--- config.mk ---
export PLATFORM = sky130hd
export DESIGN_NAME = pll_status_interrupt_logic
export DESIGN_NICKNAME = d
export VERILOG_FILES = /design/src/rtl/pll_status_pkg.sv /design/src/rtl/pll_status_interrupt_logic.sv /design/src/rtl/status_sync.sv
export SDC_FILE = /design/constraint.sdc
export NUM_CORES = 1
export LEC_CHECK = 0
export BUFFER_PORTS_ARGS = -buffer_cell sky130_fd_sc_hd__clkbuf_2
export CELL_PAD_IN_SITES_DETAIL_PLACEMENT = 1
export CELL_PAD_IN_SITES_GLOBAL_PLACEMENT = 2
export CORE_UTILIZATION = 29
export CTS_CLUSTER_SIZE = 20
export DETAILED_ROUTE_END_ITERATION = 10
export PLACE_DENSITY_LB_ADDON = 0.25
export SETUP_SLACK_MARGIN = 0.4
export SYNTH_ARGS = -nofsm -noshare
export SYNTH_HDL_FRONTEND = slang
export SYNTH_HIERARCHICAL = 1
export SYNTH_SLANG_ARGS = --single-unit
export TNS_END_PERCENT = 50
--- constraint.sdc ---
create_clock -name ref_clk_in -period 1.2 [get_ports ref_clk_in]
set_input_delay 0.06 -clock ref_clk_in [delete_from_list [all_inputs] [get_ports ref_clk_in]]
set_output_delay 0.06 -clock ref_clk_in [all_outputs]
set_load 0.02 [all_outputs]
--- src/rtl/pll_status_pkg.sv ---
// Package: register map, field positions and carriers of the PLL status block
package pll_status_pkg;

    // Register offsets on the serial port
    localparam logic [7:0] REG_IRQ_EN_LOCK_INPUTS  = 8'h68;
    localparam logic [7:0] REG_IRQ_EN_REF_HOLDOVER = 8'h69;
    localparam logic [7:0] REG_LATCHED_LOCK_INPUTS = 8'h6C;
    localparam logic [7:0] REG_LIVE_SEL_LOCK_INPUTS = 8'h6D;
    localparam logic [7:0] REG_LATCHED_REF_HOLDOVER = 8'h6E;
    localparam logic [7:0] REG_LIVE_CAL_REF_HOLDOVER = 8'h6F;

    // Field positions, lock/inputs registers
    localparam int BIT_INPUT0      = 0;
    localparam int BIT_VCXO_PLL    = 4;
    localparam int BIT_OUT_PLL     = 5;
    localparam int BIT_SEL_LO      = 6;
    // Field positions, reference/holdover registers
    localparam int BIT_HOLDOVER    = 0;
    localparam int BIT_REFERENCE   = 1;
    localparam int BIT_CALIBRATING = 2;

    localparam int NUM_INPUTS = 2;

    // Values after reset
    localparam logic [7:0] IRQ_EN_RESET  = 8'h00;
    localparam logic       LATCH_CLEAN   = 1'b1;

    // Write masks of the writable fields
    localparam logic [7:0] MASK_LOCK_INPUTS = 8'h33;
    localparam logic [7:0] MASK_REF_HOLD    = 8'h03;

    // Flop stages of the pin synchroniser, ahead of its filter register
    localparam int SYNC_STAGES = 3;

    // Live status as seen from the analog side
    typedef struct packed {
        logic                  out_pll_locked;
        logic                  vcxo_pll_locked;
        logic [NUM_INPUTS-1:0] input_active;
        logic                  reference_ok;
        logic                  not_holdover;
        logic                  calibrating;
        logic [1:0]            selected_input;
    } live_status_t;

    // Register access from the serial port engine
    typedef struct packed {
        logic       wr_en;
        logic [7:0] addr;
        logic [7:0] wdata;
    } reg_req_t;

endpackage : pll_status_pkg

--- src/rtl/pll_status_interrupt_logic.sv ---
// Status latches, interrupt enables and active-low interrupt of the PLL block
// Function
// - Output-PLL unlock latch gated onto interrupt
// - VCXO-PLL unlock latch gated onto interrupt
// - Per-input loss-of-signal latch gated onto interrupt
// - Reference latch change gated onto interrupt
// - Holdover latch gated onto interrupt
// - Output-PLL lock latch, write one clears
// - VCXO-PLL lock latch, write one clears
// - Per-input activity latch, write one clears
// - Selected input reported as two bits
// - Live output-PLL lock bit, read only
// - All interrupt enables reset to zero
// - Live per-input activity bits
// - Reference latch reads zero after loss
// - Holdover latched and live, zero means holdover
// - Calibration bit high while calibrating
module pll_status_interrupt_logic (
    // Clock and reset
    input  wire logic                       ref_clk_in,
    input  wire logic                       reset_n_in,
    // Live status from the analog side, asynchronous
    input  wire pll_status_pkg::live_status_t live_status_in,
    // Register access from the serial port engine, same clock
    input  wire pll_status_pkg::reg_req_t   reg_req_in,
    output logic [7:0]                      reg_rdata_out,
    // Interrupt pin, active low
    output logic                            irq_out_low_n_out
);

    localparam int N = pll_status_pkg::NUM_INPUTS;

    // Synchronised live status
    logic [$bits(pll_status_pkg::live_status_t)-1:0] live_flat;
    pll_status_pkg::live_status_t                     live;

    status_sync #(
        .WIDTH     ($bits(pll_status_pkg::live_status_t)),
        .RESET_VAL (1'b0)
    ) u_sync (
        .ref_clk_in (ref_clk_in),
        .reset_n_in (reset_n_in),
        .async_in   (live_status_in),
        .level_out  (live_flat)
    );
    assign live = pll_status_pkg::live_status_t'(live_flat);

    // Interrupt enables
    logic                  irq_en_out_pll_unlock_r,  irq_en_out_pll_unlock_nxt;
    logic                  irq_en_vcxo_pll_unlock_r, irq_en_vcxo_pll_unlock_nxt;
    logic [N-1:0]          irq_en_input_los_r,       irq_en_input_los_nxt;
    logic                  irq_en_reference_r,       irq_en_reference_nxt;
    logic                  irq_en_holdover_r,        irq_en_holdover_nxt;
    // Latched status, 1 means clean
    logic                  latched_out_pll_locked_r,  latched_out_pll_locked_nxt;
    logic                  latched_vcxo_pll_locked_r, latched_vcxo_pll_locked_nxt;
    logic [N-1:0]          latched_input_active_r,    latched_input_active_nxt;
    logic                  latched_reference_ok_r,    latched_reference_ok_nxt;
    logic                  latched_not_holdover_r,    latched_not_holdover_nxt;
    logic                  irq_r,                     irq_nxt;

    // Write decode
    logic wr_lock, wr_ref, wr_en_lock, wr_en_ref;
    logic [7:0] wd;
    assign wd         = reg_req_in.wdata;
    assign wr_en_lock = reg_req_in.wr_en && reg_req_in.addr == pll_status_pkg::REG_IRQ_EN_LOCK_INPUTS;
    assign wr_en_ref  = reg_req_in.wr_en && reg_req_in.addr == pll_status_pkg::REG_IRQ_EN_REF_HOLDOVER;
    assign wr_lock    = reg_req_in.wr_en && reg_req_in.addr == pll_status_pkg::REG_LATCHED_LOCK_INPUTS;
    assign wr_ref     = reg_req_in.wr_en && reg_req_in.addr == pll_status_pkg::REG_LATCHED_REF_HOLDOVER;

    // Enable registers: plain read/write of the defined bits
    always_comb begin
        irq_en_out_pll_unlock_nxt  = irq_en_out_pll_unlock_r;
        irq_en_vcxo_pll_unlock_nxt = irq_en_vcxo_pll_unlock_r;
        irq_en_input_los_nxt       = irq_en_input_los_r;
        irq_en_reference_nxt       = irq_en_reference_r;
        irq_en_holdover_nxt        = irq_en_holdover_r;
        if (wr_en_lock) begin
            irq_en_out_pll_unlock_nxt  = wd[pll_status_pkg::BIT_OUT_PLL];
            irq_en_vcxo_pll_unlock_nxt = wd[pll_status_pkg::BIT_VCXO_PLL];
            irq_en_input_los_nxt       = wd[pll_status_pkg::BIT_INPUT0 +: N];
        end
        if (wr_en_ref) begin
            irq_en_reference_nxt = wd[pll_status_pkg::BIT_REFERENCE];
            irq_en_holdover_nxt  = wd[pll_status_pkg::BIT_HOLDOVER];
        end
    end

    // Latches: a fault in the same cycle as a clear wins, so no event is lost
    always_comb begin
        latched_out_pll_locked_nxt  = latched_out_pll_locked_r;
        latched_vcxo_pll_locked_nxt = latched_vcxo_pll_locked_r;
        latched_reference_ok_nxt    = latched_reference_ok_r;
        latched_not_holdover_nxt    = latched_not_holdover_r;
        if (wr_lock && wd[pll_status_pkg::BIT_OUT_PLL]) begin
            latched_out_pll_locked_nxt = pll_status_pkg::LATCH_CLEAN;
        end
        if (wr_lock && wd[pll_status_pkg::BIT_VCXO_PLL]) begin
            latched_vcxo_pll_locked_nxt = pll_status_pkg::LATCH_CLEAN;
        end
        if (wr_ref && wd[pll_status_pkg::BIT_REFERENCE]) begin
            latched_reference_ok_nxt = pll_status_pkg::LATCH_CLEAN;
        end
        if (wr_ref && wd[pll_status_pkg::BIT_HOLDOVER]) begin
            latched_not_holdover_nxt = pll_status_pkg::LATCH_CLEAN;
        end
        if (!live.out_pll_locked) begin
            latched_out_pll_locked_nxt = 1'b0;
        end
        if (!live.vcxo_pll_locked) begin
            latched_vcxo_pll_locked_nxt = 1'b0;
        end
        if (!live.reference_ok) begin
            latched_reference_ok_nxt = 1'b0;
        end
        if (!live.not_holdover) begin
            latched_not_holdover_nxt = 1'b0;
        end
    end

    // Per-input activity latches
    genvar g;
    generate
        for (g = 0; g < N; g++) begin : g_input
            always_comb begin
                latched_input_active_nxt[g] = latched_input_active_r[g];
                if (wr_lock && wd[pll_status_pkg::BIT_INPUT0 + g]) begin
                    latched_input_active_nxt[g] = pll_status_pkg::LATCH_CLEAN;
                end
                if (!live.input_active[g]) begin
                    latched_input_active_nxt[g] = 1'b0;
                end
            end
        end
    endgenerate

    // Interrupt: any enabled pending latch holds the pin low
    always_comb begin
        irq_nxt = (irq_en_out_pll_unlock_r  && !latched_out_pll_locked_r)
               || (irq_en_vcxo_pll_unlock_r && !latched_vcxo_pll_locked_r)
               || (|(irq_en_input_los_r & ~latched_input_active_r))
               || (irq_en_reference_r       && !latched_reference_ok_r)
               || (irq_en_holdover_r        && !latched_not_holdover_r);
    end

    // Registers
    always_ff @(posedge ref_clk_in or negedge reset_n_in) begin
        if (!reset_n_in) begin
            irq_en_out_pll_unlock_r   <= 1'b0;
            irq_en_vcxo_pll_unlock_r  <= 1'b0;
            irq_en_input_los_r        <= '0;
            irq_en_reference_r        <= 1'b0;
            irq_en_holdover_r         <= 1'b0;
            latched_out_pll_locked_r  <= pll_status_pkg::LATCH_CLEAN;
            latched_vcxo_pll_locked_r <= pll_status_pkg::LATCH_CLEAN;
            latched_input_active_r    <= {N{pll_status_pkg::LATCH_CLEAN}};
            latched_reference_ok_r    <= pll_status_pkg::LATCH_CLEAN;
            latched_not_holdover_r    <= pll_status_pkg::LATCH_CLEAN;
            irq_r                     <= 1'b0;
        end else begin
            irq_en_out_pll_unlock_r   <= irq_en_out_pll_unlock_nxt;
            irq_en_vcxo_pll_unlock_r  <= irq_en_vcxo_pll_unlock_nxt;
            irq_en_input_los_r        <= irq_en_input_los_nxt;
            irq_en_reference_r        <= irq_en_reference_nxt;
            irq_en_holdover_r         <= irq_en_holdover_nxt;
            latched_out_pll_locked_r  <= latched_out_pll_locked_nxt;
            latched_vcxo_pll_locked_r <= latched_vcxo_pll_locked_nxt;
            latched_input_active_r    <= latched_input_active_nxt;
            latched_reference_ok_r    <= latched_reference_ok_nxt;
            latched_not_holdover_r    <= latched_not_holdover_nxt;
            irq_r                     <= irq_nxt;
        end
    end

    // Registered pin keeps glitches off the host's line
    assign irq_out_low_n_out = ~irq_r;

    // Read mux, reserved bits read zero; unmapped reads zero
    logic [7:0] rdata_nxt, rdata_r;
    always_comb begin
        rdata_nxt = 8'h00;
        case (reg_req_in.addr)
            pll_status_pkg::REG_IRQ_EN_LOCK_INPUTS: begin
                rdata_nxt[pll_status_pkg::BIT_OUT_PLL]        = irq_en_out_pll_unlock_r;
                rdata_nxt[pll_status_pkg::BIT_VCXO_PLL]       = irq_en_vcxo_pll_unlock_r;
                rdata_nxt[pll_status_pkg::BIT_INPUT0 +: N]    = irq_en_input_los_r;
            end
            pll_status_pkg::REG_IRQ_EN_REF_HOLDOVER: begin
                rdata_nxt[pll_status_pkg::BIT_REFERENCE] = irq_en_reference_r;
                rdata_nxt[pll_status_pkg::BIT_HOLDOVER]  = irq_en_holdover_r;
            end
            pll_status_pkg::REG_LATCHED_LOCK_INPUTS: begin
                rdata_nxt[pll_status_pkg::BIT_OUT_PLL]     = latched_out_pll_locked_r;
                rdata_nxt[pll_status_pkg::BIT_VCXO_PLL]    = latched_vcxo_pll_locked_r;
                rdata_nxt[pll_status_pkg::BIT_INPUT0 +: N] = latched_input_active_r;
            end
            pll_status_pkg::REG_LIVE_SEL_LOCK_INPUTS: begin
                rdata_nxt[pll_status_pkg::BIT_SEL_LO +: 2] = live.selected_input;
                rdata_nxt[pll_status_pkg::BIT_OUT_PLL]     = live.out_pll_locked;
                rdata_nxt[pll_status_pkg::BIT_VCXO_PLL]    = live.vcxo_pll_locked;
                rdata_nxt[pll_status_pkg::BIT_INPUT0 +: N] = live.input_active;
            end
            pll_status_pkg::REG_LATCHED_REF_HOLDOVER: begin
                rdata_nxt[pll_status_pkg::BIT_REFERENCE] = latched_reference_ok_r;
                rdata_nxt[pll_status_pkg::BIT_HOLDOVER]  = latched_not_holdover_r;
            end
            pll_status_pkg::REG_LIVE_CAL_REF_HOLDOVER: begin
                rdata_nxt[pll_status_pkg::BIT_CALIBRATING] = live.calibrating;
                rdata_nxt[pll_status_pkg::BIT_REFERENCE]   = live.reference_ok;
                rdata_nxt[pll_status_pkg::BIT_HOLDOVER]    = live.not_holdover;
            end
            default: begin
                rdata_nxt = 8'h00;
            end
        endcase
    end

    // Read data registered one cycle after the address
    always_ff @(posedge ref_clk_in or negedge reset_n_in) begin
        if (!reset_n_in) begin
            rdata_r <= 8'h00;
        end else begin
            rdata_r <= rdata_nxt;
        end
    end

    assign reg_rdata_out = rdata_r;

endmodule : pll_status_interrupt_logic

--- src/rtl/status_sync.sv ---
// Three-stage synchroniser with second/third agreement filter
module status_sync #(
    parameter int         WIDTH     = 1,
    parameter logic [0:0] RESET_VAL = 1'b0
) (
    // Clock and reset
    input  wire logic             ref_clk_in,
    input  wire logic             reset_n_in,
    // Asynchronous level in, filtered level out
    input  wire logic [WIDTH-1:0] async_in,
    output logic      [WIDTH-1:0] level_out
);

    logic [WIDTH-1:0] stage1_r;
    logic [WIDTH-1:0] stage2_r;
    logic [WIDTH-1:0] stage3_r;
    logic [WIDTH-1:0] level_r;
    logic [WIDTH-1:0] level_nxt;

    // Accept a change only once stages two and three agree
    always_comb begin
        level_nxt = level_r;
        for (int i = 0; i < WIDTH; i++) begin
            if (stage2_r[i] == stage3_r[i]) begin
                level_nxt[i] = stage3_r[i];
            end
        end
    end

    // Stage one feeds only stage two, avoiding metastable fan-out
    always_ff @(posedge ref_clk_in or negedge reset_n_in) begin
        if (!reset_n_in) begin
            stage1_r <= {WIDTH{RESET_VAL}};
            stage2_r <= {WIDTH{RESET_VAL}};
            stage3_r <= {WIDTH{RESET_VAL}};
            level_r  <= {WIDTH{RESET_VAL}};
        end else begin
            stage1_r <= async_in;
            stage2_r <= stage1_r;
            stage3_r <= stage2_r;
            level_r  <= level_nxt;
        end
    end

    assign level_out = level_r;

endmodule : status_sync

==> reports/results.txt <==
status: completed
# IOs: 37
final net count: 235
Hold Crit Start: reg_req_in[4]
syn nets: 168
Post-Syn Area per Cell: 14.4 um2
worst min-delay path class: input pin to register
WP data required: 1.42 ns
initial DRC count: 54
proportion of layout cells with a drive suffix above 1: 42.8%
register area: 1410 um2
fin crit share: 96.2%
register area share after synthesis: 69.7%
ys flop type: dfrtp_1
Max IR drop VDD: 0.565 mV
worst reg2reg path depth: 3
terminus of the critical flop-to-flop path: reg_rdata_out[0]$_DFF_PN0_
Detailed Place HPWL: 2.99 mm
die footprint: 7310 um2
clk_skew: 0.0100 ns
Sum Neg Setup Slack: 0 ns
Startpoint Class: register
RSZ-0062 raised after global routing: true
Multi-input gate area: 641 um2
area delta synth->final: 37.0%
fill count: 697
Initial Util: 29.9%
max cap viols: 0
initial antenna violation count: 0
Post-synth EDFFs: 0
placer congestion estimate: 0.823
Final Setup Violations: 0
maximum clock path buffer count: 2
most numerous cell in the Yosys netlist: dfrtp_1
top cell type's share of synthesized area: 61.9%
Synth area leader: dfrtp_1
Synth area leaders: dfrtp_1 (62%), dfstp_2 (7.8%), maj3_2 (5.0%), mux2i_1 (5.0%), o21a_1 (3.0%)
CP Class: register to register
die span in y: 85.5 um
Worst Hold Depth: 2
post-synthesis cell count: 140
WHS Endpoint: irq_en_vcxo_pll_unlock_r$_DFFE_PN0P_
DRT Pass-1 Iters: 4
hold slack: 0.0390 ns
Final ANT Viol Nets: 0
diodes inserted: 0
H-tree Lvls: 2
Final min period: 1.15 ns
TritonCTS clock tree: built
P_leak: 0.00127 uW
vias in the first global route: 1453
gr usage total: 13.1%
Crit Path Max Fanout: 3
largest net degree at the start of global routing: 57
remaining global-route overflow: 0
Data arrival, critical path: 1.38 ns
CTS sink cnt: 56
Pwr Total: 3390 uW
vias per cell: 4.59
post-synthesis cell area: 2020 um2
flop2flop setup slack: 0.05 ns
Pwr Density: 1220 nW/um2
Die W: 85.5 um
final hold violations: 0
Yosys warning count: 6
clk_lat worst skew: 0.31 ns
drt total wl: 4.52 mm
number of I/O port buffers: 31
Netlist cell types: 29
DRC: 0
first-pass GRT wire length: 7.28 mm
Async SR Flop Fraction: 100%
TritonCTS Buffers: 5
FF+latch count, synth: 56
r2r startpoint: latched_not_holdover_r$_DFFE_PN1P_
WL per Instance: 15.7 um
row count: 30
Commonest cells post-synth: dfrtp_1 (50), mux2i_1 (10), inv_1 (9), maj3_2 (9), o21a_1 (8)
Crit. End Element: register
Worst-path clk slew: 0.10 ns
Vias: 1323
CTS root buffer: clkbuf_8
core area: 6760 um2
Max Freq: 866 MHz
Final Max Slew Viols: 0
## what timing repair did
action	4_1_cts	5_1_grt
gates resized for setup	18	14
gates cloned	0	0
setup endpoints to repair	34	37
endpoints found under the hold margin	59	0
hold buffers	10	0
pin swaps	11	6
buffers inserted	8	3
## kinds of logic (layout without fill, tap and decap cells)
| group | Yosys count | after routing | share of synthesized area (%) |
|---|---|---|---|
| mux | 12 | 12 | 6.06 |
| simple gates | 34 | 34 | 10.6 |
| flops | 56 | 56 | 69.7 |
| compound gates | 15 | 15 | 5.51 |
| fa+ha+maj | 9 | 9 | 5.01 |
| other cells | 1 | 1 | 0.185 |
| buf+inv | 13 | 81 | 2.91 |
## worst max-delay path by stage
stage / from / end / slack (ns) / cells after the start
floorplan: reg_req_in[12] / irq_en_out_pll_unlock_r$_DFFE_PN0P_ / -0.11 / 3
finish: latched_not_holdover_r$_DFFE_PN1P_ / reg_rdata_out[0]$_DFF_PN0_ / 0.05 / 3
global route: latched_input_active_r[0]$_DFFE_PN1P_ / reg_rdata_out[0]$_DFF_PN0_ / 0.01 / 4
detailed placement: reg_req_in[12] / irq_en_reference_r$_DFFE_PN0P_ / -0.21 / 6
global placement: reg_req_in[12] / irq_en_vcxo_pll_unlock_r$_DFFE_PN0P_ / -0.16 / 4
CTS: latched_not_holdover_r$_DFFE_PN1P_ / reg_rdata_out[0]$_DFF_PN0_ / 0.04 / 3
## per-stage QoR
step | area, um2 | setup WS [ns] | cells | utilization (%)
3_5_place_dp | 2350 | -0.213 | 259 | 34.9
3_3_place_gp | 2350 | -0.158 | 259 | 34.9
5_1_grt | 2770 | 0.0119 | 288 | 41.0
4_1_cts | 2690 | 0.0381 | 285 | 39.9
6_report | 2770 | 0.0457 | 288 | 41.0
2_1_floorplan | 2020 | -0.113 | 140 | -
## where the power goes
part	internal [uW]	switching, uW	total, uW
clock network	462	585	1050
logic	158	154	312
registers	1970	53.5	2030
total	2590	793	3390
## cell usage in the layout (no fill, tap or decap), types with 2 or more instances in the layout
master,n
a2bb2oi_1,2
and3_1,2
buf_4,16
buf_6,8
clkbuf_2,27
clkbuf_8,7
clkinv_2,2
dfrtp_1,50
dfstp_2,6
dlygate4sd3_1,10
inv_1,9
maj3_2,9
mux2_4,2
mux2i_1,8
mux2i_2,2
nand2_1,5
nand3_1,4
nand3b_1,2
nor2_1,2
nor4_1,2
nor4_4,5
o211ai_1,2
o21a_1,8
o22ai_1,3
or3_1,3
## layer usage
layer / track usage (%) / wire (um) / vias to the layer above
li1: - / - / 621
met5: 0 / 0 / -
met1: 17.3 / 2010 / 669
met4: 5.15 / 60 / 0
met2: 21.2 / 2310 / 28
met3: 2.79 / 134 / 5
## critical path, stage by stage, from the launching register on
cell and delay [ns]:
dfstp_2 0.56, mux2i_1 0.09, or3_1 0.33, o211ai_1 0.10
## area by class of cell
class / instances / share of cell area [%]
timing repair buffer: 64 / 17.8
clock inverter: 2 / 0.361
tap: 80 / 3.61
sequential: 56 / 50.9
clock buffer: 6 / 2.98
inverter: 9 / 1.22
multi-input combinational: 71 / 23.1
## registers in the layout, summed over array words and instances, names as in the netlist, 2 cells and up
register and cells:
irq_en_input_los_r 2, latched_input_active_r 2, reg_rdata_out 7, u_sync/level_out 9, u_sync/stage1_r 9, u_sync/stage2_r 9, u_sync/stage3_r 9
(Power assumes the default switching activity.)
